==> src/hdl/shrs_pkg.sv <==
// shrs_pkg: constants and types shared by the holding register slave and its fifo.
// assumes the byte framing, the frame gap timing and the crc arithmetic live outside.
package shrs_pkg;

  // function codes that the slave answers
  localparam logic [7:0] FUNC_READ = 8'h03; // read holding registers
  localparam logic [7:0] FUNC_WRITE = 8'h06; // write one holding register
  localparam logic [7:0] FUNC_DIAG = 8'h08; // diagnostic echo
  localparam logic [15:0] SUBF_ECHO = 16'h0000; // return query data
  localparam logic [7:0] BCAST_ADDR = 8'h00; // broadcast station address

  // error answers
  localparam logic [7:0] ERR_FLAG = 8'h80; // added to the function code
  localparam logic [7:0] EXC_ILL_FUNC = 8'h01; // unsupported function or subfunction
  localparam logic [7:0] EXC_ILL_DATA = 8'h03; // register count out of range

  // register numbering: number = address field + 40001
  localparam logic [16:0] REG_BASE = 17'h09c41; // 40001 decimal

  // read limits: byte count field runs from 2 to 20
  localparam logic [7:0] BYTE_CNT_MIN = 8'h02; // smallest byte count
  localparam logic [7:0] BYTE_CNT_MAX = 8'h14; // largest byte count
  localparam logic [15:0] REG_CNT_MIN = 16'h0001; // fewest registers per read
  localparam logic [15:0] REG_CNT_MAX = 16'h000a; // most registers per read

  // framing
  localparam logic [3:0] QUERY_LEN = 4'h8; // bytes in every supported query
  localparam logic [3:0] FUNC_MIN_LEN = 4'h4; // shortest frame worth an error answer
  localparam logic [3:0] LAST_IDX = 4'h7; // index of the last query byte
  localparam logic [3:0] HDR_LAST = 4'h2; // index of the last header byte

  // buffering
  localparam int FIFO_DEPTH = 16; // words in the transmit fifo
  localparam int FIFO_WIDTH = 10; // {add_crc, last, data}

  // reset values
  localparam logic [3:0] IDX_RST = 4'h0; // byte index after reset
  localparam logic [16:0] NUM_RST = 17'h00000; // register number after reset
  localparam logic [15:0] DATA_RST = 16'h0000; // data words after reset
  localparam logic [7:0] BYTE_RST = 8'h00; // buffer bytes after reset

  // sequencer states, gray steps along receive, header, request, wait, data
  typedef enum logic [3:0] {
    ST_RECV = 4'h0, // collecting a query
    ST_RHDR = 4'h1, // sending read header
    ST_RREQ = 4'h3, // asking for one register
    ST_RWAIT = 4'h2, // waiting for register data
    ST_RDATA = 4'h6, // sending register high then low
    ST_WRITE = 4'h4, // strobing a single write
    ST_ECHO = 4'h5, // echoing the query
    ST_ERR = 4'hc // sending an error answer
  } shrs_state_type;

endpackage : shrs_pkg

==> src/hdl/shrs_fifo.sv <==
// shrs_fifo: flip-flop fifo with valid and ready on both sides.
// assumes one clock and a synchronised active-low reset copy from the parent.
`timescale 1ns/1ps
module shrs_fifo #(
  parameter int WIDTH = 10, // word width
  parameter int DEPTH = 16 // word count, a power of two
) (
  input wire logic mclk, // system clock
  input wire logic rst_n, // synchronised reset, active low
  input wire logic in_valid, // word offered
  output logic in_ready, // room for a word
  input wire logic [WIDTH-1:0] in_data, // word written
  output logic out_valid, // word available
  input wire logic out_ready, // drain side takes the word
  output logic [WIDTH-1:0] out_data // oldest word
);

  localparam int AW = $clog2(DEPTH); // pointer index width, the pointers carry one more bit for wrap

  logic [WIDTH-1:0] mem_q [DEPTH]; // storage
  logic [AW:0] wr_ptr_q; // write pointer with wrap bit
  logic [AW:0] rd_ptr_q; // read pointer with wrap bit
  wire logic full_w = (wr_ptr_q[AW] != rd_ptr_q[AW]) && (wr_ptr_q[AW-1:0] == rd_ptr_q[AW-1:0]);
  wire logic empty_w = (wr_ptr_q == rd_ptr_q); // nothing stored
  wire logic push_w = in_valid && !full_w; // word written this cycle
  wire logic pop_w = out_ready && !empty_w; // word leaves this cycle

  assign in_ready = !full_w;
  assign out_valid = !empty_w;
  assign out_data = mem_q[rd_ptr_q[AW-1:0]];

  // pointers move on each accepted word
  always_ff @(posedge mclk or negedge rst_n) begin
    if (!rst_n) begin
      wr_ptr_q <= '0;
      rd_ptr_q <= '0;
    end else begin
      if (push_w) wr_ptr_q <= wr_ptr_q + 1'b1;
      if (pop_w) rd_ptr_q <= rd_ptr_q + 1'b1;
    end
  end

  // storage needs no reset, only written words are ever read
  always_ff @(posedge mclk) begin
    if (push_w) mem_q[wr_ptr_q[AW-1:0]] <= in_data;
  end

endmodule : shrs_fifo

==> src/hdl/shrs_slave.sv <==
// shrs_slave: query interpreter for a serial holding register slave station.
// assumes a byte receiver on mclk that flags the end of frame and crc result,
// and a byte sender that appends the crc (low byte first) when tx_add_crc is set.
// Summary of operation
// RULE_01 - read query: address, 03, start, count, crc
// RULE_02 - read register number is start plus 40001
// RULE_03 - master asks at most 125 registers
// RULE_04 - read and diagnostic never broadcast
// RULE_05 - byte count twice register count, 2..20
// RULE_06 - high byte first, ascending registers
// RULE_07 - write query: address, 06, register, data, crc
// RULE_08 - write register number is field plus 40001
// RULE_09 - broadcast single write is performed
// RULE_10 - addressed write answered with identical frame
// RULE_11 - no answer to any broadcast
// RULE_12 - master waits processing time after broadcast
// RULE_13 - diagnostic subfunction 0000 echoes the frame
// RULE_14 - diagnostic data two bytes, any value
// RULE_15 - crc sent low byte then high
// RULE_16 - unsupported function gets error answer
// RULE_17 - foreign station addresses are ignored
`timescale 1ns/1ps
module shrs_slave (
  input wire logic mclk, // 100 MHz system clock
  input wire logic resetn, // asynchronous reset, active low
  input wire logic [7:0] station_addr, // own station number
  input wire logic rx_valid, // one received byte, pulse
  input wire logic [7:0] rx_data, // received byte
  input wire logic rx_end, // frame gap seen, pulse
  input wire logic rx_crc_ok, // crc matched, valid with rx_end
  output logic tx_valid, // byte to send
  output logic [7:0] tx_data, // byte value
  output logic tx_last, // last byte of the answer
  output logic tx_add_crc, // sender appends crc after this byte
  input wire logic tx_ready, // sender takes the byte
  output logic reg_rd_en, // register read strobe, pulse
  output logic reg_wr_en, // register write strobe, pulse
  output logic [16:0] reg_num, // decimal register number
  output logic [15:0] reg_wdata, // data to write
  input wire logic [15:0] reg_rd_data, // read data
  input wire logic reg_rd_valid, // read data valid, pulse
  output logic busy // query being served
);

  // reset release through two flops, the second is the copy everyone uses
  logic rst_meta_q; // first stage
  logic rst_n; // released reset
  always_ff @(posedge mclk or negedge resetn) begin
    if (!resetn) begin
      rst_meta_q <= 1'b0;
      rst_n <= 1'b0;
    end else begin
      rst_meta_q <= 1'b1;
      rst_n <= rst_meta_q;
    end
  end

  shrs_pkg::shrs_state_type state_q, state_d; // sequencer
  logic [7:0] buf_q [8]; // query bytes
  logic [3:0] idx_q, idx_d; // byte index, receive or send
  logic over_q, over_d; // query longer than any supported
  logic [3:0] rcnt_q, rcnt_d; // registers already sent
  logic half_q, half_d; // low byte of the current register
  logic [15:0] rdata_q, rdata_d; // captured register value
  logic [7:0] exc_q, exc_d; // exception code for error answers
  logic reg_rd_en_q, reg_wr_en_q, busy_q; // strobes and status
  logic [16:0] reg_num_q, reg_num_d; // register number
  logic [15:0] reg_wdata_q; // write data

  // field decode of the stored query
  wire logic [7:0] addr_w = buf_q[0]; // station address
  wire logic [7:0] func_w = buf_q[1]; // function code
  wire logic [15:0] field_a = {buf_q[2], buf_q[3]}; // start, register or subfunction
  wire logic [15:0] field_b = {buf_q[4], buf_q[5]}; // count or data
  wire logic is_bcast = (addr_w == shrs_pkg::BCAST_ADDR); // broadcast query
  // RULE_17 station match
  wire logic addr_hit = is_bcast || (addr_w == station_addr);
  wire logic is_read = (func_w == shrs_pkg::FUNC_READ); // read query
  wire logic is_write = (func_w == shrs_pkg::FUNC_WRITE); // single write
  wire logic is_diag = (func_w == shrs_pkg::FUNC_DIAG); // diagnostic
  // RULE_16 supported code check
  wire logic known_func = is_read || is_write || is_diag;
  // RULE_03 count range check
  wire logic cnt_ok = (field_b >= shrs_pkg::REG_CNT_MIN) && (field_b <= shrs_pkg::REG_CNT_MAX);
  // RULE_05 doubled count
  wire logic [7:0] byte_cnt = {field_b[6:0], 1'b0};
  wire logic len_ok = (idx_q == shrs_pkg::QUERY_LEN) && !over_q; // exact length
  wire logic frame_good = rx_crc_ok && !over_q && (idx_q >= shrs_pkg::FUNC_MIN_LEN);
  wire logic regs_last = (rcnt_q == (field_b[3:0] - 4'h1)); // final register

  // byte offered to the transmit fifo
  wire logic in_echo = (state_q == shrs_pkg::ST_ECHO); // echo in progress
  wire logic in_rhdr = (state_q == shrs_pkg::ST_RHDR); // read header
  wire logic in_rdata = (state_q == shrs_pkg::ST_RDATA); // read data
  wire logic in_err = (state_q == shrs_pkg::ST_ERR); // error answer
  wire logic push_valid = in_echo || in_rhdr || in_rdata || in_err;
  wire logic [7:0] hdr_byte = (idx_q == 4'h0) ? addr_w : (idx_q == 4'h1) ? func_w : byte_cnt;
  wire logic [7:0] err_byte = (idx_q == 4'h0) ? addr_w :
                              (idx_q == 4'h1) ? (func_w | shrs_pkg::ERR_FLAG) : exc_q;
  // RULE_06 high before low
  wire logic [7:0] dat_byte = half_q ? rdata_q[7:0] : rdata_q[15:8];
  // RULE_14 data echoed untouched
  wire logic [7:0] push_data = in_echo ? buf_q[idx_q[2:0]] : in_rhdr ? hdr_byte :
                               in_rdata ? dat_byte : err_byte;
  wire logic push_last = (in_echo && (idx_q == shrs_pkg::LAST_IDX)) ||
                         (in_rdata && half_q && regs_last) ||
                         (in_err && (idx_q == shrs_pkg::HDR_LAST));
  // RULE_15 sender adds crc
  wire logic push_crc = push_last && !in_echo;
  logic fifo_ready; // transmit fifo has room
  wire logic push_fire = push_valid && fifo_ready; // byte accepted
  logic [9:0] fifo_out; // {add_crc, last, data}

  // next state and counters
  always_comb begin
    state_d = state_q;
    idx_d = idx_q;
    over_d = over_q;
    rcnt_d = rcnt_q;
    half_d = half_q;
    rdata_d = rdata_q;
    exc_d = exc_q;
    case (state_q)
      shrs_pkg::ST_RECV: begin
        if (rx_valid) begin
          if (idx_q < shrs_pkg::QUERY_LEN) begin
            idx_d = idx_q + 4'h1;
          end else begin
            over_d = 1'b1;
          end
        end else if (rx_end) begin
          idx_d = shrs_pkg::IDX_RST;
          over_d = 1'b0;
          // RULE_17 drop foreign frames
          if (!frame_good || !addr_hit) begin
            state_d = shrs_pkg::ST_RECV;
          end else if (!known_func) begin
            // RULE_11 silent broadcast error
            state_d = is_bcast ? shrs_pkg::ST_RECV : shrs_pkg::ST_ERR;
            exc_d = shrs_pkg::EXC_ILL_FUNC;
          end else if (!len_ok) begin
            state_d = shrs_pkg::ST_RECV; // malformed length, ignored like a framing fault
          end else if (is_write) begin
            // RULE_09 broadcast writes too
            state_d = shrs_pkg::ST_WRITE;
          end else if (is_bcast) begin
            // RULE_04 no broadcast read
            state_d = shrs_pkg::ST_RECV;
          end else if (is_read) begin
            // RULE_01 read decode
            state_d = cnt_ok ? shrs_pkg::ST_RHDR : shrs_pkg::ST_ERR;
            exc_d = shrs_pkg::EXC_ILL_DATA;
          end else begin
            // RULE_13 echo only subfunction zero
            state_d = (field_a == shrs_pkg::SUBF_ECHO) ? shrs_pkg::ST_ECHO : shrs_pkg::ST_ERR;
            exc_d = shrs_pkg::EXC_ILL_FUNC;
          end
        end
      end
      shrs_pkg::ST_WRITE: begin
        // RULE_10 echo addressed write
        state_d = is_bcast ? shrs_pkg::ST_RECV : shrs_pkg::ST_ECHO;
      end
      shrs_pkg::ST_ECHO, shrs_pkg::ST_ERR: begin
        if (push_fire) begin
          idx_d = push_last ? shrs_pkg::IDX_RST : idx_q + 4'h1;
          state_d = push_last ? shrs_pkg::ST_RECV : state_q;
        end
      end
      shrs_pkg::ST_RHDR: begin
        if (push_fire) begin
          idx_d = (idx_q == shrs_pkg::HDR_LAST) ? shrs_pkg::IDX_RST : idx_q + 4'h1;
          state_d = (idx_q == shrs_pkg::HDR_LAST) ? shrs_pkg::ST_RREQ : state_q;
          rcnt_d = 4'h0;
        end
      end
      shrs_pkg::ST_RREQ: begin
        state_d = shrs_pkg::ST_RWAIT;
      end
      shrs_pkg::ST_RWAIT: begin
        if (reg_rd_valid) begin
          rdata_d = reg_rd_data;
          half_d = 1'b0;
          state_d = shrs_pkg::ST_RDATA;
        end
      end
      shrs_pkg::ST_RDATA: begin
        if (push_fire) begin
          half_d = !half_q;
          if (half_q) begin
            // RULE_06 ascending registers
            rcnt_d = rcnt_q + 4'h1;
            state_d = regs_last ? shrs_pkg::ST_RECV : shrs_pkg::ST_RREQ;
          end
        end
      end
      default: begin
        state_d = shrs_pkg::ST_RECV;
        idx_d = shrs_pkg::IDX_RST;
      end
    endcase
  end

  // register number for the next strobe
  always_comb begin
    reg_num_d = reg_num_q;
    if (state_q == shrs_pkg::ST_RREQ) begin
      // RULE_02 read numbering
      reg_num_d = 17'(field_a) + shrs_pkg::REG_BASE + 17'(rcnt_q);
    end else if (state_q == shrs_pkg::ST_WRITE) begin
      // RULE_08 write numbering
      reg_num_d = 17'(field_a) + shrs_pkg::REG_BASE;
    end
  end

  // sequencer registers
  always_ff @(posedge mclk or negedge rst_n) begin
    if (!rst_n) begin
      state_q <= shrs_pkg::ST_RECV;
      idx_q <= shrs_pkg::IDX_RST;
      over_q <= 1'b0;
      rcnt_q <= 4'h0;
      half_q <= 1'b0;
      rdata_q <= shrs_pkg::DATA_RST;
      exc_q <= shrs_pkg::BYTE_RST;
    end else begin
      state_q <= state_d;
      idx_q <= idx_d;
      over_q <= over_d;
      rcnt_q <= rcnt_d;
      half_q <= half_d;
      rdata_q <= rdata_d;
      exc_q <= exc_d;
    end
  end

  // query bytes are stored only while receiving, later bytes are dropped
  for (genvar i = 0; i < 8; i++) begin : g_buf
    always_ff @(posedge mclk or negedge rst_n) begin
      if (!rst_n) begin
        buf_q[i] <= shrs_pkg::BYTE_RST;
      end else if (state_q == shrs_pkg::ST_RECV && rx_valid && idx_q == 4'(i)) begin
        buf_q[i] <= rx_data;
      end
    end
  end

  // register port strobes, one cycle each
  always_ff @(posedge mclk or negedge rst_n) begin
    if (!rst_n) begin
      reg_rd_en_q <= 1'b0;
      reg_wr_en_q <= 1'b0;
      reg_num_q <= shrs_pkg::NUM_RST;
      reg_wdata_q <= shrs_pkg::DATA_RST;
      busy_q <= 1'b0;
    end else begin
      reg_rd_en_q <= (state_q == shrs_pkg::ST_RREQ);
      // RULE_07 two data bytes
      reg_wr_en_q <= (state_q == shrs_pkg::ST_WRITE);
      reg_num_q <= reg_num_d;
      if (state_q == shrs_pkg::ST_WRITE) reg_wdata_q <= field_b;
      busy_q <= (state_d != shrs_pkg::ST_RECV);
    end
  end

  // answers queue here so a slow sender stalls the sequencer, not the data
  shrs_fifo #(
    .WIDTH(shrs_pkg::FIFO_WIDTH),
    .DEPTH(shrs_pkg::FIFO_DEPTH)
  ) u_tx_fifo (
    .mclk(mclk),
    .rst_n(rst_n),
    .in_valid(push_valid),
    .in_ready(fifo_ready),
    .in_data({push_crc, push_last, push_data}),
    .out_valid(tx_valid),
    .out_ready(tx_ready),
    .out_data(fifo_out)
  );

  assign tx_data = fifo_out[7:0];
  assign tx_last = fifo_out[8];
  assign tx_add_crc = fifo_out[9];
  assign reg_rd_en = reg_rd_en_q;
  assign reg_wr_en = reg_wr_en_q;
  assign reg_num = reg_num_q;
  assign reg_wdata = reg_wdata_q;
  assign busy = busy_q;
endmodule : shrs_slave

==> config.mk <==
export PLATFORM = sky130hd
export DESIGN_NAME = shrs_slave
export DESIGN_NICKNAME = d
export VERILOG_FILES = /design/src/hdl/shrs_pkg.sv /design/src/hdl/shrs_fifo.sv /design/src/hdl/shrs_slave.sv
export SDC_FILE = /design/constraint.sdc
export NUM_CORES = 1
export LEC_CHECK = 0
export ABC_CLOCK_PERIOD_IN_PS = 4400
export BUFFER_PORTS_ARGS = -buffer_cell sky130_fd_sc_hd__buf_2
export CORE_MARGIN = 4
export CORE_UTILIZATION = 57
export CTS_BUF_LIST = sky130_fd_sc_hd__clkbuf_8
export CTS_CLUSTER_DIAMETER = 150
export DETAILED_ROUTE_END_ITERATION = 12
export GPL_TIMING_DRIVEN = 0
export PLACE_DENSITY = 0.78
export SKIP_CTS_REPAIR_TIMING = 1
export SLEW_MARGIN = 0
export SYNTH_ARGS = -nofsm -noshare
export SYNTH_HDL_FRONTEND = slang
export SYNTH_SLANG_ARGS = --single-unit
==> constraint.sdc <==
create_clock -name mclk -period 4.4 [get_ports mclk]
set_input_delay 0.22 -clock mclk [delete_from_list [all_inputs] [get_ports mclk]]
set_output_delay 0.22 -clock mclk [all_outputs]
set_load 0.005 [all_outputs]
### Yosys cells after proc, flatten, opt, wreduce, memory -nomap -nowiden

Memory sizes are Yosys's and may differ from the RTL's.
Index checks and enable logic that the tools add are counted.

| storage, ports and cells | value |
|---|---|
| ROM bits | 0 |
| register bits after elaboration | 150 |
| bits in latches | 0 |
| word-level logic and storage cells | 188 |
| memory bits (writable) | 160 |
| input bits | 39 |
| memories | 1 |
| output and inout port bits | 47 |

Memory list:

| memory | depth | width | read ports | clocked after Yosys merged registers in | wr ports | RTL line | RTL |
|---|---|---|---|---|---|---|---|
| u_tx_fifo.mem_q | 16 | 10 | 1 | 0 | 1 | shrs_fifo.sv:20 | `logic [WIDTH-1:0] mem_q [DEPTH];` |

| cells by class | value |
|---|---|
| equal/unequal tests | 34 |
| shift operators | 0 |
| bitwise operators | 4 |
| multipliers | 0 |
| reduce and logical (&&, ||, !) cells | 54 |
| muxes and demuxes | 59 |
| order comparisons | 5 |
| add/subtract/negate cells | 7 |
| divide/modulo/power cells | 0 |

Operator list:

| operator | number |
|---|---|
| $mux W4 | 28 |
| $mux W8 | 14 |
| $mux W17 | 2 |
| $eq A4 B3 Y1 const B | 7 |
| $pmux W4 S7 | 1 |
| $bmux W8 S3 | 1 |
| $logic_and A1 B1 Y1 | 21 |
| $add A16 B16 Y17 const B | 1 |
| $add A17 B4 Y17 | 1 |
| $eq A4 B2 Y1 const B | 4 |
| $ge A16 B1 Y1 const B | 1 |
| $le A16 B4 Y1 const B | 1 |
| $logic_not A16 Y1 | 1 |
| $pmux W4 S4 | 1 |
| $ne A2 B2 Y1 const B | 6 |
| $add A5 B1 Y5 const B | 2 |
| $logic_or A1 B1 Y1 | 9 |
| $add A4 B1 Y4 const B | 2 |
| $eq A4 B1 Y1 const B | 2 |
| $eq A4 B4 Y1 | 2 |
| $eq A4 B4 Y1 const B | 2 |
| $eq A8 B2 Y1 const B | 1 |
| $eq A8 B3 Y1 const B | 1 |
| $eq A8 B4 Y1 const B | 1 |
| other kinds (28) | 51 |

### Depth between registers and ports, before layout

Gate-level depths: netlist (run 1).

| logic depth | value |
|---|---|
| depth after elaboration | 13 |
| gate-level depth with buffers | 12 |
| depth with buffers taken out | 10 |

### By module

From an unflattened synthesis (run 1), not the netlist that was laid out.

| second synthesis, totals | value |
|---|---|
| cell total of the unflattened synthesis | 1060 |
| area total of the unflattened synthesis | 14462.6 um2 |

Modules (own cells, without submodules):

| module | sequential area each (um2) | cells an instance | times used | area an instance (um2) |
|---|---|---|---|---|
| shrs_slave | 3353.2 | 733 | 1 | 7651.1 |
| shrs_fifo | 5054.8 | 327 | 1 | 6811.5 |

### Worst setup path after synthesis (run 1)

No wires, ideal clock.

| timing path | value |
|---|---|
| path type | flip-flop to flip-flop |
| from | register idx_q[0] |
| to | memory u_tx_fifo.mem_q[0][6], data pin |
| path slack | 1.201 ns |
| library setup time | 0.291 ns |
| stages on the path, launching flop included | 12 |
| arrival time | 2.908 ns |
| path buffers | 3 |
| data required time | 4.109 ns |
| period minus slack after synthesis | 3.199 ns |
| cell sequence | dfrtp_1 > clkbuf_1 > buf_2 > inv_1 > ha_1 > clkbuf_1 > o21ai_0 > and2_1 > a221oi_1 > a21oi_1 > nor2_1 > a21oi_1 |

| between the ends | value |
|---|---|
| word-level cells in the longest chain between the ends | 6 |
| elaborated cells between the ends (all ways) | 13 |
| those cells by class | eq/ne: 1; mux: 10; bitwise: 1; reduce/logical: 1 |

RTL lines:

| element | RTL line | RTL |
|---|---|---|
| start, declared | shrs_slave.sv:60 | `logic [3:0] idx_q, idx_d;` |
| start signal, assigned | shrs_slave.sv:220 | `idx_q <= shrs_pkg::IDX_RST;` |
| start signal, assigned | shrs_slave.sv:228 | `idx_q <= idx_d;` |
| $eq A4 B1 Y1 | shrs_slave.sv:97, shrs_slave.sv:99 |  |
| $mux W8 | shrs_slave.sv:99 | `(idx_q == 4'h1) ? (func_w \| shrs_pkg::ERR_FLAG) : exc_q;` |
| $mux W8 | shrs_slave.sv:98 | `wire logic [7:0] err_byte = (idx_q == 4'h0) ? addr_w :` |
| $mux W8 | shrs_slave.sv:104 | `in_rdata ? dat_byte : err_byte;` |
| $mux W8 | shrs_slave.sv:103 | `wire logic [7:0] push_data = in_echo ? buf_q[idx_q[2:0]] : in_rhdr ? hdr_byte :` |
| $mux W8 (*) | shrs_slave.sv:103 |  |
| net push_data[6] | shrs_slave.sv:103 |  |
| end, declared | shrs_fifo.sv:20 |  |

The timed path passes the listed nets; every way through them passes the cells marked *. The select of a mux whose other input is x is not followed.

### Worst setup path in the final report (run 1)

| timing path | value |
|---|---|
| from | register idx_q[0] |
| to | memory u_tx_fifo.mem_q[4][3], data pin |

The elaborated chain is that of the path after synthesis.

==> reports/results.ini, run 1 <==
[outcome]
run_status=finished, final reports clean

[drt]
viasPerCell=6.14
drt_iter0_markers=772
drt.antenna.violating_nets=0
drt_wl_total_um=34500
vias=9240
drc=0
routedWlPerCell_um=22.9
first_pass_iters=5

[timing]
fin_worst_skew_ns=0.0449
setup_viol=0
fin_crit_sh=0.940
hold_violations=0
rsz0062_at_grt=false
slew_viol_final=0
period_needed_ns=4.13
slew_headroom=0.227
fin_ws_ns=0.265
max_freq_ghz=0.242
worst_slew_pin_slew_ns=1.16

[layout]
final_cells=1506
utilization=0.672
nets=1201
area_growth_syn_to_layout_pct=15.4
drive_gt1_frac=0.308

[global_route]
grt_pass1_vias=9413
grt_pass1_wl_um=54300
overflow=0
gr-usage-all-layers=0.249
grt_antenna_before_repair=0
grt_max_degree=74

[setup_path]
cp-end-kind=flop
timing.rr.end=u_tx_fifo.mem_q[4][3]
setup.worst_path.start_class=flop
reg2reg_from=idx_q[0]
path_max_fanout=13
required_ns=4.74
crit_arrival_ns=4.47
rr_worst_depth=11
critical_path_class=reg -> reg
r2r_slack_ns=0.27

[clock_network]
cts_root_buf=clkbuf_8
clock_latency_ns=0.61
clkSlewWorstSetupHoldPaths_ns=0.06
cts_made_buffers=48
clkSinkCount=304
clk_path_buf_depth=3
ctsHtreeMaxLevel=2
cts_tree=done

[placement]
place_inst=1396
globalplace.congestion=0.945
io_buffer_count=85
dp_hpwl_um=23700
post-place-ws_ns=-0.0657

[power_and_ir_drop]
vdd_ir_drop_max_mv=0.424
power.leakage_nw=6.54
powerDensity_mw_per_mm2=731

[floorplanning]
pin_count=86
die_height_um=166
die_width_um=166
fp.coreArea_mm2=0.0245
core.rowCount=57
die_area_mm2=0.0276
initial_utilization=0.582

[synthesis]
synth_adder_area_share=0.0181
synth_area_per_cell_um2=14.5
synth_compound_area_frac=0.0587
seq_area_frac_synth=0.590
yosysWarnings=0
synth_flop_cell=edfxtp_1
yosysUniqueCellTypes=78
async_flop_share=0.474
synth_top_family_by_area=multiplexers
synth_xor_area_frac=0.0293
synth_edf_count=160
yosys.area_share.simple=0.0865
synth_cells=985
yosys-mux-area-fraction=0.197
ys_ff_latch=304
postSynthNetCount=1044
synth.cell_area_mm2=0.0142

[run]
max-cap-violations=0

[worst_hold_path]
whs_path_depth=2
hp-class=in -> reg
hold_path_startpoint=rx_data[4]
worstHoldEndpoint=buf_q[44]

-- placed cells by master (no fill, tap or decap), types with 5 or more instances in the layout --
cell,netlist,routed
a21oi_1,36,30
a21oi_2,0,6
and2_1,22,22
and3_1,5,5
buf_2,19,104
clkbuf_1,28,28
clkbuf_8,0,59
clkinv_1,0,8
dfrtp_1,144,143
dlygate4sd3_1,0,19
edfxtp_1,160,160
ha_1,19,19
inv_1,17,28
mux2_2,99,99
mux2i_1,20,20
mux4_2,65,65
nand2_1,67,67
nand2b_1,7,7
nand3_1,16,16
nand4_1,9,9
nor2_1,44,44
nor2b_1,9,9
nor3_1,11,11
nor4_1,12,12
o211ai_1,6,6
o21ai_0,28,27
o21ai_1,10,11
xnor2_1,20,20
xor2_1,25,25
-- worst max-delay path by stage --
stage,startpoint,to,slack (ns)
final,idx_q[0],u_tx_fifo.mem_q[4][3],0.27
after global routing,idx_q[0],u_tx_fifo.mem_q[9][0],0.0009
after detailed placement,idx_q[0],u_tx_fifo.mem_q[10][6],-0.07
after CTS,idx_q[0],u_tx_fifo.mem_q[10][6],-0.05
after global placement,rst_n,buf_q[46],-1.53
after floorplan,rst_n,addr_w[0],0.09
-- layout make-up --
| type | instances | area (µm²) |
|---|---|---|
| clock inverters | 30 | 260 |
| plain buffers | 51 | 216 |
| flip-flops and latches | 304 | 8410 |
| inverters | 18 | 67.6 |
| multi-input cells | 612 | 5580 |
| diodes | 1 | 2.50 |
| clock buffers | 59 | 812 |
| well taps | 324 | 405 |
| fillers | 1686 | 8030 |
| repair buffers | 107 | 678 |
-- worst max-delay path: stages (launching register included) --
cell       delay [ns]
dfrtp_1          0.39
clkbuf_1         0.56
buf_2            0.41
inv_1            0.15
ha_1             0.24
clkbuf_1         0.22
clkbuf_1         0.27
a21oi_1          0.25
nor2_1           0.07
a2111oi_0        0.80
a21oi_1          0.25
buf_4            0.27
-- power by group --
part	switching, mW	internal (mW)	leakage (nW)
Combinational	2.66	2.08	2.61
Clock	1.13	1.46	0.589
Sequential	0.602	4.08	3.34
-- flip-flops by register name, summed over array words and instances, names as in the netlist, 2 cells and up --
register,cells
state_q,4
idx_q,4
exc_q,2
rcnt_q,4
reg_num,17
addr_w,8
func_w,8
rdata_q,16
u_tx_fifo.rd_ptr_q,5
reg_wdata,16
buf_q,48
u_tx_fifo.mem_q,160
u_tx_fifo.wr_ptr_q,5
-- routing by layer --
metal / global-route usage / routed length, µm / vias to the layer above
li1: - / - / 4089
met1: 0.366 / 14700 / 4642
met2: 0.381 / 16100 / 434
met3: 0.0555 / 2750 / 75
met4: 0.0742 / 1020 / 0
met5: 0 / 0 / -
-- cell usage after synthesis, drive strengths merged (22+ instances only) --
master | instances | area (µm²)
a21oi | 36 | 180
and2 | 22 | 138
buf | 22 | 106
clkbuf | 29 | 110
dfrtp | 144 | 3600
edfxtp | 160 | 4800
mux2 | 99 | 1110
mux4 | 66 | 1490
nand2 | 67 | 251
nor2 | 45 | 171
o21ai | 38 | 190
xor2 | 25 | 219
-- through the flow --
step	TNS (ns)	power (mW)	cell area, µm²	hold WS [ns]
floorplan	0	7.81	14200	-0.0756
global placement	-216.36	9.20	15100	0.00602
detailed placement	-1.24	9.36	15100	0.00701
CTS	-0.732	12.0	16200	-0.609
global route	0	12.7	16400	0.0280
finish	0	12.0	16400	0.0454
-- cell families after synthesis --
| group | Yosys count |
|---|---|
| adders and majority gates | 20 |
| buffers and inverters | 69 |
| other | 1 |
| DFF | 304 |
| AOI/OAI and AO/OA | 130 |
| and+or+nand+nor | 230 |
| muxes | 185 |
| xor gates and xnor gates | 46 |
Power figures use the tool's default switching activity.
==> run 2, diff against run 1 <==
- SETUP_SLACK_MARGIN: not set -> 0.5
==> reports/results.ini, run 2 (synthesis gave the netlist of run 1 again) <==
[setup_path]
crit_start=idx_q[1]
r2r_slack_ns=0.63
timing.rr.end=u_tx_fifo.mem_q[12][5]
crit_arrival_ns=4.07
crit_end=u_tx_fifo.mem_q[12][5]
setup.worst_path.start_class=flop
critical_path_class=reg -> reg
cp-end-kind=flop
path_max_fanout=13
rr_worst_depth=11
required_ns=4.69
reg2reg_from=idx_q[1]

[global_route]
grt_antenna_before_repair=0
grt_pass1_wl_um=53100
gr-usage-all-layers=0.245
overflow=0
grt_pass1_vias=9227
grt_max_degree=63

[floorplanning]
core.rowCount=57
initial_utilization=0.582
pin_count=86
die_area_mm2=0.0276
fp.coreArea_mm2=0.0245
die_width_um=166
die_height_um=166

[drt]
vias=9256
drt_wl_total_um=34300
routedWlPerCell_um=22.8
drc=0
first_pass_iters=5
drt.antenna.violating_nets=0
viasPerCell=6.15
drt_iter0_markers=775

[layout]
utilization=0.671
nets=1200
area_growth_syn_to_layout_pct=15.3
antenna_cells=0
final_cell_mix=edfxtp_1, dfrtp_1, buf_2, mux2_2, nand2_1
final_cells=1504
fill_cells=1708
drive_gt1_frac=0.314
layout_commonest_cell=edfxtp_1
largest_reg_flops=160

[placement]
io_buffer_count=85
dp_hpwl_um=23500
globalplace.congestion=0.939
place_inst=1396
post-place-ws_ns=-0.214

[timing]
fin_worst_skew_ns=0.0279
finalSetupTns_ns=0
setup_viol=0
slew_viol_final=0
rsz0062_at_grt=false
fin_crit_sh=0.858
slew_headroom=0.239
worst_slew_pin_slew_ns=1.14
period_needed_ns=3.77
hold_violations=0
fin_ws_ns=0.626
max_freq_ghz=0.265

[outcome]
run_status=finished, final reports clean

[clock_network]
cts_made_buffers=47
clkSlewWorstSetupHoldPaths_ns=0.07
cts_root_buf=clkbuf_8
ctsHtreeMaxLevel=2
clkSinkCount=304
cts_tree=done
clock_latency_ns=0.58
clk_path_buf_depth=3

[power_and_ir_drop]
seq_power_share=0.390
powerDensity_mw_per_mm2=732
p_int_mw=7.58
vdd_ir_drop_max_mv=0.366
pwr-share-comb=0.402
power.leakage_nw=6.51
switching_share=0.369
switchingPower_mw=4.44
power_frac_clock=0.208
finalPower_mw=12.0

[run]
max-cap-violations=0

[worst_hold_path]
hp-class=in -> reg

[run 2: cell types whose count changed in the layout (fill, tap and decap cells not counted), sizes merged]
cell	delta
clkinv	+8
inv	-5
clkbuf	-4
diode	-1
[run 2: final cells by class]
class / instances / area, µm² / area share
sequential: 304 / 8410 / 0.512
multi-input combinational: 612 / 5620 / 0.342
clock buffer: 55 / 757 / 0.0461
timing repair buffer: 107 / 678 / 0.0413
tap: 324 / 405 / 0.0247
clock inverter: 33 / 264 / 0.0161
buffer: 51 / 219 / 0.0133
inverter: 18 / 67.6 / 0.00411
[run 2: power by group through the flow]
| stage | clock (mW) | sequential, mW | combinational [mW] |
|---|---|---|---|
| global route | 2.68 | 4.77 | 5.26 |
| finish | 2.50 | 4.69 | 4.83 |
| CTS | 2.54 | 4.69 | 4.65 |
| global placement | 0 | 4.72 | 4.48 |
| floorplan | 0 | 4.52 | 3.29 |
| detailed placement | 0 | 4.73 | 4.64 |
[run 2: worst max-delay path, cell delays in order, from the launching register on]
cell	delay [ns]
dfrtp_1	0.37
clkbuf_2	0.32
clkbuf_1	0.44
inv_1	0.13
ha_1	0.22
clkbuf_1	0.23
clkbuf_1	0.28
a21oi_1	0.23
nor2_1	0.07
a2111oi_1	0.64
a21oi_1	0.26
buf_4	0.29
[run 2: worst min path at each step]
stage                     from         end  cells past startpoint  slack, ns
detailed placement      resetn  rst_meta_q                      1      0.007
global placement        resetn  rst_meta_q                      1      0.007
floorplan               resetn  rst_meta_q                      0      -0.08
global route        rx_data[5]   func_w[5]                      2       0.04
CTS                     resetn  rst_meta_q                      1      -0.61
finish                  rx_end      over_q                      4       0.04
[run 2: metal layers]
metal  vias up  wire [µm]  global-route usage
met3        59       2770              0.0498
met1      4670      14700               0.365
met4         0        769              0.0664
li1       4090          -                   -
met5         -          0                   0
met2       437      16100               0.374
[run 2: through the flow]
step,hold WS (ns),cell area [µm²]
global route,0.0445,16400
floorplan,-0.0756,14200
CTS,-0.606,16200
detailed placement,0.00723,15100
finish,0.0398,16400
global placement,0.00749,15100
